==> src/design/updown_threshold_counter_pkg.sv <==
package updown_threshold_counter_pkg;

  // ----------------------------------------
  // Register map (byte addresses)
  // ----------------------------------------
  localparam logic [7:0] CTRL_OFS   = 8'h00;
  localparam logic [7:0] STATUS_OFS = 8'h04;
  localparam logic [7:0] COUNT_OFS  = 8'h08;
  localparam logic [7:0] INIT_OFS   = 8'h0C;
  localparam logic [7:0] ON_OFS     = 8'h10;
  localparam logic [7:0] OFF_OFS    = 8'h14;
  localparam logic [7:0] SCAN_OFS   = 8'h18;

  // ----------------------------------------
  // Field positions
  // ----------------------------------------
  // CTRL bits
  localparam int CTRL_RETAIN_BIT  = 0;
  localparam int CTRL_ON_SRC_BIT  = 1;
  localparam int CTRL_OFF_SRC_BIT = 2;
  localparam int CTRL_LOAD_BIT    = 3;
  // STATUS bits
  localparam int STAT_Q_BIT       = 0;
  localparam int STAT_RST_BIT     = 1;
  localparam int STAT_DIR_BIT     = 2;
  localparam int STAT_LIMIT_BIT   = 3;

  // ----------------------------------------
  // Values after reset and limits
  // ----------------------------------------
  localparam logic [2:0]  CTRL_RST  = 3'h0;
  localparam logic [31:0] INIT_RST  = 32'h0000_0000;
  localparam logic [31:0] ON_RST    = 32'h0000_0000;
  localparam logic [31:0] OFF_RST   = 32'h0000_0000;
  localparam logic [31:0] COUNT_RST = 32'h0000_0000;
  // Highest count, 99999999 decimal
  localparam logic [31:0] COUNT_MAX = 32'h05F5_E0FF;

  // ----------------------------------------
  // Scan cycle timing
  // ----------------------------------------
  localparam int CLK_PERIOD_NS = 5;
  localparam int SCAN_TIME_NS  = 10000;
  localparam int SCAN_CYCLES   = SCAN_TIME_NS / CLK_PERIOD_NS;
  localparam logic [15:0] SCAN_RST = 16'(SCAN_CYCLES);

  // ----------------------------------------
  // Bus carriers
  // ----------------------------------------
  typedef struct packed {
    logic        psel;
    logic        penable;
    logic        pwrite;
    logic [7:0]  paddr;
    logic [31:0] pwdata;
  } apb_req_t;

  typedef struct packed {
    logic [31:0] prdata;
    logic        pready;
    logic        pslverr;
  } apb_rsp_t;

endpackage : updown_threshold_counter_pkg

==> src/design/updown_threshold_counter.sv <==
`timescale 1ns/1ps
module updown_threshold_counter
  import updown_threshold_counter_pkg::*;
(
  // Clock and reset
  input  wire logic        i_clk,
  input  wire logic        i_arst_n,
  // Register bus
  input  wire apb_req_t    i_apb,
  output apb_rsp_t         o_apb,
  // Function inputs
  input  wire logic        i_pulse,
  input  wire logic        i_dir,
  input  wire logic        i_cnt_reset,
  input  wire logic        i_power_restore,
  // Live thresholds from other blocks
  input  wire logic [31:0] i_on_live,
  input  wire logic [31:0] i_off_live,
  // Function outputs
  output logic             o_q,
  output logic [31:0]      o_count
);

  // ----------------------------------------
  // Declarations
  // ----------------------------------------
  logic [2:0]  ctrl_q;           // Retain, on src, off src
  logic [31:0] initial_count_value_q; // Start value
  logic [31:0] on_thr_q;         // Configured on level
  logic [31:0] off_thr_q;        // Configured off level
  logic [15:0] scan_period_q;    // Scan cycle length
  logic [15:0] scan_cnt_q;       // Scan divider
  logic        scan_tick;        // One pulse per scan
  logic [31:0] count_q;          // Internal count
  logic        q_q;              // Switching output
  logic        pulse_prev_q;     // Last pulse level
  logic        limit_q;          // Sticky saturation flag
  logic        load_pulse;       // Software reload
  logic        reload;           // Any reload cause
  logic        cold_start;       // Restore without retain
  logic        rise;             // Pulse rising edge
  logic        at_limit;         // Step blocked
  logic [31:0] on_sel;           // Chosen on level
  logic [31:0] off_sel;          // Chosen off level
  logic        access;           // APB access phase
  logic        done;             // Transfer completes
  logic        wr_en;            // Write takes effect
  logic [31:0] rd_data;          // Read mux result
  apb_rsp_t    rsp_q;            // Registered answer

  // ----------------------------------------
  // Address decode
  // ----------------------------------------
  // True for any offset that holds a register
  function automatic logic is_mapped(input logic [7:0] a);
    unique case (a)
      CTRL_OFS, STATUS_OFS, COUNT_OFS, INIT_OFS,
      ON_OFS, OFF_OFS, SCAN_OFS: is_mapped = 1'b1;
      default:                   is_mapped = 1'b0;
    endcase
  endfunction : is_mapped

  // True when a completing write targets offset a
  function automatic logic wr_hit(input logic en,
                                  input logic [7:0] pa,
                                  input logic [7:0] a);
    wr_hit = en && (pa == a);
  endfunction : wr_hit

  // ----------------------------------------
  // APB handshake
  // ----------------------------------------
  // One wait state: pready rises on the second
  // access cycle, so all effects use one edge.
  assign access = i_apb.psel && i_apb.penable;
  assign done   = access && rsp_q.pready;
  assign wr_en  = done && i_apb.pwrite
                  && is_mapped(i_apb.paddr);

  // Answer register, data valid with pready
  always_ff @(posedge i_clk or negedge i_arst_n) begin
    if (!i_arst_n) begin
      rsp_q <= '0;
    end else if (access && !rsp_q.pready) begin
      // Unmapped offsets answer with an error
      rsp_q.pready  <= 1'b1;
      rsp_q.prdata  <= rd_data;
      rsp_q.pslverr <= !is_mapped(i_apb.paddr);
    end else begin
      // Drop answer after the completing edge
      rsp_q <= '0;
    end
  end

  // ----------------------------------------
  // Read multiplexer
  // ----------------------------------------
  always_comb begin
    rd_data = 32'h0000_0000;
    unique case (i_apb.paddr)
      CTRL_OFS: begin
        // Load bit is a strobe and reads zero
        rd_data[2:0] = ctrl_q;
      end
      STATUS_OFS: begin
        rd_data[STAT_Q_BIT]     = q_q;
        rd_data[STAT_RST_BIT]   = i_cnt_reset;
        rd_data[STAT_DIR_BIT]   = i_dir;
        rd_data[STAT_LIMIT_BIT] = limit_q;
      end
      COUNT_OFS: begin
        rd_data = count_q;
      end
      INIT_OFS: begin
        rd_data = initial_count_value_q;
      end
      ON_OFS: begin
        rd_data = on_sel;
      end
      OFF_OFS: begin
        rd_data = off_sel;
      end
      SCAN_OFS: begin
        rd_data[15:0] = scan_period_q;
      end
      default: begin
        // Unmapped reads return zero
        rd_data = 32'h0000_0000;
      end
    endcase
  end

  // ----------------------------------------
  // Configuration registers
  // ----------------------------------------
  // Control bits
  always_ff @(posedge i_clk or negedge i_arst_n) begin
    if (!i_arst_n) begin
      ctrl_q <= CTRL_RST;
    end else if (wr_hit(wr_en, i_apb.paddr, CTRL_OFS)) begin
      ctrl_q <= i_apb.pwdata[2:0];
    end
  end

  // Initial count value
  always_ff @(posedge i_clk or negedge i_arst_n) begin
    if (!i_arst_n) begin
      initial_count_value_q <= INIT_RST;
    end else if (wr_hit(wr_en, i_apb.paddr, INIT_OFS)) begin
      initial_count_value_q <= i_apb.pwdata;
    end
  end

  // Configured thresholds
  always_ff @(posedge i_clk or negedge i_arst_n) begin
    if (!i_arst_n) begin
      on_thr_q  <= ON_RST;
      off_thr_q <= OFF_RST;
    end else begin
      if (wr_hit(wr_en, i_apb.paddr, ON_OFS)) begin
        on_thr_q <= i_apb.pwdata;
      end
      if (wr_hit(wr_en, i_apb.paddr, OFF_OFS)) begin
        off_thr_q <= i_apb.pwdata;
      end
    end
  end

  // Scan period
  always_ff @(posedge i_clk or negedge i_arst_n) begin
    if (!i_arst_n) begin
      scan_period_q <= SCAN_RST;
    end else if (wr_hit(wr_en, i_apb.paddr, SCAN_OFS)) begin
      scan_period_q <= i_apb.pwdata[15:0];
    end
  end

  // Reload strobe from a control write
  assign load_pulse = wr_hit(wr_en, i_apb.paddr, CTRL_OFS)
                      && i_apb.pwdata[CTRL_LOAD_BIT];

  // ----------------------------------------
  // Threshold source selection
  // ----------------------------------------
  // Live values track the other block every cycle
  assign on_sel  = ctrl_q[CTRL_ON_SRC_BIT]
                   ? i_on_live : on_thr_q;
  assign off_sel = ctrl_q[CTRL_OFF_SRC_BIT]
                   ? i_off_live : off_thr_q;

  // ----------------------------------------
  // Scan cycle divider
  // ----------------------------------------
  // A period of zero or one gives a tick each cycle
  always_ff @(posedge i_clk or negedge i_arst_n) begin
    if (!i_arst_n) begin
      scan_cnt_q <= 16'h0000;
    end else if (scan_tick) begin
      scan_cnt_q <= 16'h0000;
    end else begin
      scan_cnt_q <= scan_cnt_q + 16'h0001;
    end
  end

  assign scan_tick = (scan_cnt_q + 16'h0001)
                     >= scan_period_q;

  // ----------------------------------------
  // Pulse edge detection
  // ----------------------------------------
  // Edge history runs during the function reset too,
  // so a level already high at release is not a fresh edge.
  always_ff @(posedge i_clk or negedge i_arst_n) begin
    if (!i_arst_n) begin
      pulse_prev_q <= 1'b0;
    end else begin
      pulse_prev_q <= i_pulse;
    end
  end

  assign rise = i_pulse && !pulse_prev_q;

  // ----------------------------------------
  // Counter
  // ----------------------------------------
  // Power restore without retention is a cold start
  assign cold_start = i_power_restore
                      && !ctrl_q[CTRL_RETAIN_BIT];
  assign reload     = load_pulse || cold_start;
  // Saturate rather than wrap past the range ends
  assign at_limit   = i_dir ? (count_q == 32'h0000_0000)
                            : (count_q >= COUNT_MAX);

  always_ff @(posedge i_clk or negedge i_arst_n) begin
    if (!i_arst_n) begin
      count_q <= COUNT_RST;
    end else if (i_cnt_reset) begin
      // Held reset blocks every other cause
      count_q <= COUNT_RST;
    end else if (reload) begin
      count_q <= initial_count_value_q;
    end else if (rise && !at_limit) begin
      if (i_dir) begin
        count_q <= count_q - 32'h0000_0001;
      end else begin
        count_q <= count_q + 32'h0000_0001;
      end
    end
  end

  // Sticky flag, a new hit wins over a clear
  always_ff @(posedge i_clk or negedge i_arst_n) begin
    if (!i_arst_n) begin
      limit_q <= 1'b0;
    end else if (rise && at_limit && !i_cnt_reset
                 && !reload) begin
      limit_q <= 1'b1;
    end else if (wr_hit(wr_en, i_apb.paddr, STATUS_OFS)
                 && i_apb.pwdata[STAT_LIMIT_BIT]) begin
      limit_q <= 1'b0;
    end
  end

  // ----------------------------------------
  // Threshold evaluation
  // ----------------------------------------
  // Only sampled on scan ticks, so a count that
  // sweeps through a narrow window may be missed.
  always_ff @(posedge i_clk or negedge i_arst_n) begin
    if (!i_arst_n) begin
      q_q <= 1'b0;
    end else if (i_cnt_reset) begin
      q_q <= 1'b0;
    end else if (cold_start) begin
      q_q <= 1'b0;
    end else if (scan_tick) begin
      if (on_sel >= off_sel) begin
        // Hysteresis band
        if (count_q >= on_sel) begin
          q_q <= 1'b1;
        end else if (count_q < off_sel) begin
          q_q <= 1'b0;
        end else begin
          q_q <= q_q;
        end
      end else begin
        // Window band
        q_q <= (count_q >= on_sel)
               && (count_q < off_sel);
      end
    end
  end

  // ----------------------------------------
  // Outputs
  // ----------------------------------------
  // All come from flip-flops
  assign o_q     = q_q;
  assign o_count = count_q;
  assign o_apb   = rsp_q;

endmodule : updown_threshold_counter

==> config.mk <==
export PLATFORM = sky130hd
export DESIGN_NAME = updown_threshold_counter
export DESIGN_NICKNAME = d
export VERILOG_FILES = /design/src/design/updown_threshold_counter_pkg.sv /design/src/design/updown_threshold_counter.sv
export SDC_FILE = /design/constraint.sdc
export NUM_CORES = 1
export LEC_CHECK = 0
export BUFFER_PORTS_ARGS = -buffer_cell sky130_fd_sc_hd__buf_2
export CAP_MARGIN = 10
export CELL_PAD_IN_SITES_DETAIL_PLACEMENT = 1
export CELL_PAD_IN_SITES_GLOBAL_PLACEMENT = 1
export CORE_MARGIN = 2
export CORE_UTILIZATION = 46
export DETAILED_ROUTE_END_ITERATION = 12
export GPL_ROUTABILITY_DRIVEN = 0
export GPL_TIMING_DRIVEN = 0
export PLACE_DENSITY_LB_ADDON = 0.25
export SLEW_MARGIN = 20
export SYNTH_ARGS = -nofsm -noshare
export SYNTH_HDL_FRONTEND = slang
export SYNTH_SLANG_ARGS = --single-unit
==> constraint.sdc <==
create_clock -name i_clk -period 4.2 [get_ports i_clk]
set_input_delay 0.63 -clock i_clk [delete_from_list [all_inputs] [get_ports i_clk]]
set_output_delay 0.63 -clock i_clk [all_outputs]
set_load 0.01 [all_outputs]
======== After elaboration in Yosys (flattened, before gate mapping) ========
Cells that the tools add are included.
word-level totals
  bits in latches ......................... 0
  memories ................................ 0
  RAM bits ................................ 0
  input bits .............................. 113
  output and inout port bits .............. 67
  bits in read-only memories .............. 0
  bits in registers ....................... 200
  logic and storage cells ................. 86
operators by class
  bitwise logic cells ..................... 0
  add/subtract/negate cells ............... 3
  reduce and logical (&&, ||, !) cells .... 35
  equality and inequality tests ........... 7
  shift operators ......................... 0
  mux-type cells .......................... 23
  divide/modulo/power cells ............... 0
  $lt $le $gt $ge ......................... 5
  multipliers ............................. 0
operators with widths
  operator                 count
  $mux W32                 6
  $ge A32 B32 Y1           2
  $pmux W16 S4             1
  $pmux W12 S5             1
  $mux W34                 1
  $add A32 B1 Y32 const B  1
  $ge A32 B27 Y1 const B   1
  $logic_not A32 Y1        1
  $lt A32 B32 Y1           1
  $sub A32 B1 Y32 const B  1
  $eq A8 B5 Y1 const B     3
  $pmux W3 S7              1
  $logic_and A1 B1 Y1      20
  $add A16 B1 Y16 const B  1
  $eq A8 B4 Y1 const B     2
  $ge A16 B16 Y1           1
  $mux W16                 1
  $mux W1                  11
  $eq A8 B3 Y1 const B     1
  $logic_not A8 Y1         1
  $logic_not A1 Y1         7
  $reduce_or A7 Y1         1
  $pmux W1 S6              1
  $reduce_bool A3 Y1       2
  other kinds (4)          4

======== Logic depth before layout (Yosys ltp) ========
  word-level depth ........................ 10
  depth in mapped cells ................... 14
  depth with buffers taken out ............ 13

======== Worst setup path after synthesis ========
No wires, ideal clock.
  path type ............................... register -> register
  start point ............................. register ctrl_q[2]
  end point ............................... register q_q, in the netlist o_q
  slack ................................... 0.978 ns
  buffers on the path ..................... 2
  cell stages (with the launch flop) ...... 14
  library setup time ...................... 0.142 ns
  arrival ................................. 3.080 ns
  cells stage by stage .................... dfrtp_1 > buf_2 > buf_1 > mux2i_1 > ha_1 > a21o_1 > a21o_1 > a21o_1 > a2111oi_0 > nor2b_1 > a311oi_1 > o22ai_1 > mux2i_1 > a211oi_1
on the way
  cells in the longest elaborated chain, start to end .. 7
  elaborated cells on any way between the ends .. 10
ends and longest elaborated chain
  what                    line                                                              RTL
  start, declared         updown_threshold_counter.sv:27                                    logic [2:0] ctrl_q;
  start signal, assigned  updown_threshold_counter.sv:141                                   ctrl_q <= i_apb.pwdata[2:0];
  $mux W32 *              updown_threshold_counter.sv:189                                   ? i_off_live : off_thr_q;
  $lt A32 B32 Y1          updown_threshold_counter.sv:281, updown_threshold_counter.sv:289
  $logic_and A1 B1 Y1     updown_threshold_counter.sv:289                                   && (count_q < off_sel);
  $mux W1                 updown_threshold_counter.sv:277                                   if (on_sel >= off_sel) begin
  $mux W1                 updown_threshold_counter.sv:276                                   end else if (scan_tick) begin
  $mux W1                 updown_threshold_counter.sv:274                                   end else if (cold_start) begin
  $mux W1                 updown_threshold_counter.sv:272                                   end else if (i_cnt_reset) begin
  end signal, assigned    updown_threshold_counter.sv:284                                   q_q <= q_q;
  end signal, assigned    updown_threshold_counter.sv:288                                   q_q <= (count_q >= on_sel)
  end, declared           updown_threshold_counter.sv:35                                    logic q_q;
Mark *: on every way between the ends. The rest lies on a longest branch, timed or not. The select of a mux whose other input is x is not followed.
A chain may end at the register's enable or synchronous reset.

======== Worst setup path in the final report ========
  start point ............................. register ctrl_q[1]
  end point ............................... register q_q, in the netlist o_q
on the way
  cells in the longest elaborated chain, start to end .. 7
  elaborated cells on any way between the ends .. 11
ends and longest elaborated chain
  what                                                   line                                                              RTL
  $mux W32 *                                             updown_threshold_counter.sv:187                                   ? i_on_live : on_thr_q;
  $ge A32 B32 Y1                                         updown_threshold_counter.sv:279, updown_threshold_counter.sv:288
  $mux W1 / $logic_and A1 B1 Y1 (equally long branches)  updown_threshold_counter.sv:279, updown_threshold_counter.sv:289
  $mux W1                                                updown_threshold_counter.sv:277
  $mux W1                                                updown_threshold_counter.sv:276
  $mux W1                                                updown_threshold_counter.sv:274
  $mux W1                                                updown_threshold_counter.sv:272
Marks and branches as above.

==> out/qor.csv <==
metric,value,unit
areaGrowthSynthToFinish,14.8,%
wire_per_inst,25.1,microns
hold_viol_final,0,
crit_path_end_kind,register,
grt_usage,0.321,
clock_sinks,200,
layout_min_cycle_time,4.13,ns
initial_utilization,0.466,
critical_path_class,register to register,
antenna_found_initial,0,
outcome,completed,
ys_types,73,
wl,49700,microns
grt_pass1_vias,13122,
cp_data_arrival_time,4.42,ns
avgSynthCellArea,9.98,sq um
clock_latency,0.45,ns
fp.dieW,177,microns
rr_worst_depth,13,
grt_max_degree,93,
dp_hpwl,38500,microns
nNetsFinal,1835,
avgViaCountPerCell,6.22,
p_sw,1.27,mW
vdd_drop_max,0.236,mV
timing.rr.end,o_q$_DFFE_PN0P_,
power,4.28,mW
reg2reg_slack,0.07,ns
fillers,3415,
drc,0,
relSlewSlack,0.262,
clk_pin_slew,0.07,ns
p_clk_frac,0.371,
num_vias,12334,
ys_warn_count,0,
drive_above_1_share,0.256,
reg2reg_from,ctrl_q[1]$_DFFE_PN0P_,
p_int,3.01,mW
final_common_cell,dfrtp_1,
finalMaxSlewViolations,0,
post_cts_buffers,0,
die_h,177,microns
dieArea,0.0314,sq mm
p_leak,7.62,nW
core-area,0.0296,sq mm
synth.area.top_cells,"dfrtp_1, ha_1, mux2_2",
finish.utilization,0.535,
synth_nets,1637,
overflow,0,
post-route-period-util,0.983,
ioPinCount,180,
rsz0062_at_grt,false,
setup_violations,0,
ant_nets,0,
htree_levels,4,
first_pass_iters,5,
endpoint,o_q$_DFFE_PN0P_,
diodes,0,
ys_seq_elements,200,
port_buffers,177,
grt_pass1_wl,75300,microns
power_density,271,mW/mm^2
cts_tree,done,
synth_edf_count,0,
final_cell_area,0.0158,sq mm
clock-root-buffer,clkbuf_16,
worst_pin_slew,1.11,ns
worstPathMaxFanout,10,
drt_first_iter_violations,695,
cp-startpoint,ctrl_q[1]$_DFFE_PN0P_,
final_cell_mix,"dfrtp_1, buf_2, ha_1, mux2_2, nor2_1",
placed_area,0.0152,sq mm
seq_area_frac_synth,0.364,
synth_area_leader_cell,dfrtp_1,
worstPathRequired,4.49,ns
p_seq_frac,0.470,
cts_buffer_depth,2,
swShare,0.296,
power_frac_comb,0.159,
syn-cell-area,0.0138,sq mm
syn_inst,1381,
skew,0.0158,ns
rows,63,
yosysTopAreaCellShare,0.352,
critPathLaunchType,register,
fmax,0.242,GHz
ys_async_sr_fraction,1.00,
holdCritPathClass,input port to async pin,
cts_buffers,17,
fin_tns_setup,0,ns
drv_cap,0,
synth_ff_type,dfrtp_1,
==> sequential cells by signal, indices dropped and copies added, names as in the netlist <==
name,flops
o_apb,34
initial_count_value_q,32
o_count,32
off_thr_q,32
on_thr_q,32
scan_cnt_q,16
scan_period_q,16
ctrl_q,3
limit_q,1
o_q,1
pulse_prev_q,1
==> power by group through the flow <==
stage / clock network, mW / registers (mW) / logic (mW)
2_1_floorplan: 0 / 2.02 / 0.386
4_1_cts: 1.61 / 2.01 / 0.677
3_5_place_dp: 0 / 2.04 / 0.671
6_report: 1.59 / 2.01 / 0.681
5_1_grt: 1.68 / 2.01 / 0.749
3_3_place_gp: 0 / 2.04 / 0.640
==> synth_stat cells (16+ instances only) <==
cell,count
nor2_1,104
inv_1,68
nand4_1,23
o21ai_0,45
nand2_1,77
a21oi_1,88
nand3_1,20
nor2b_1,27
a22oi_1,17
xnor2_1,24
a221oi_1,29
clkbuf_1,25
a21o_1,45
mux2i_1,56
nor3_1,21
o22ai_1,18
ha_1,142
buf_2,16
mux2_2,126
dfrtp_1,194
==> metrics by stage <==
step	hold slack, ns	std cells	setup WS [ns]
after floorplan	0.334	1381	0.978
after global placement	0.463	1948	-0.982
after detailed placement	0.472	1950	-0.235
after CTS	0.106	1981	0.128
after global routing	0.119	1982	0.0132
final	0.0882	1982	0.0732
==> area by class of cell <==
class	instances	area (sq um)	share of cell area
Timing Repair Buffer	180	961	0.0607
Multi-Input combinational cell	1052	8220	0.519
Clock buffer	21	460	0.0291
Buffer	59	329	0.0208
Clock inverter	11	93.8	0.00593
Inverter	69	259	0.0164
Sequential cell	200	5010	0.317
Tap cell	390	488	0.0308
==> critical path: stages, from the launching register on <==
cell,delay (ns)
dfrtp_1,0.66
clkdlybuf4s15_2,0.58
mux2i_1,0.49
inv_1,0.09
ha_1,0.27
nand2b_1,0.15
a21o_1,0.17
a21o_1,0.18
a21oi_1,0.19
o21ai_0,0.15
a21oi_1,0.25
o21ai_0,0.28
mux2i_1,0.37
a211oi_1,0.13
==> metal layers <==
layer / vias to the layer above / wire length, microns / global-route usage / share of wire
li1: 5509 / - / - / -
met1: 6256 / 20800 / 0.408 / 0.42
met2: 454 / 23500 / 0.524 / 0.47
met3: 115 / 3490 / 0.0657 / 0.070
met4: 0 / 2000 / 0.148 / 0.040
met5: - / 0 / 0 / 0
==> how the worst min path moves through the flow <==
stage / slack (ns) / endpoint / from
2_1_floorplan: 0.33 / ctrl_q[0]$_DFFE_PN0P_ / i_arst_n
3_3_place_gp: 0.46 / on_thr_q[3]$_DFFE_PN0P_ / on_thr_q[3]$_DFFE_PN0P_
3_5_place_dp: 0.47 / on_thr_q[3]$_DFFE_PN0P_ / on_thr_q[3]$_DFFE_PN0P_
4_1_cts: 0.11 / on_thr_q[20]$_DFFE_PN0P_ / i_arst_n
5_1_grt: 0.12 / on_thr_q[21]$_DFFE_PN0P_ / i_arst_n
6_report: 0.09 / on_thr_q[20]$_DFFE_PN0P_ / i_arst_n
==> cells by family (layout without fill, tap and decap cells) <==
family                   after synthesis  count (layout)  synth area share
AO/OA/AOI/OAI                        352             352             0.177
AND/OR/NAND/NOR                      336             336             0.120
flip-flops                           200             200             0.364
multiplexers                         183             183             0.144
adder cells (fa/ha/maj)              143             143             0.130
buffers and inverters                129             340            0.0407
XOR/XNOR                              38              38            0.0241
==> what timing repair did <==
action                                  CTS  global route
gates resized for setup                   8             3
hold buffers                              0             0
endpoints found under the setup margin    1             2
Power figures use the tool's default switching activity.
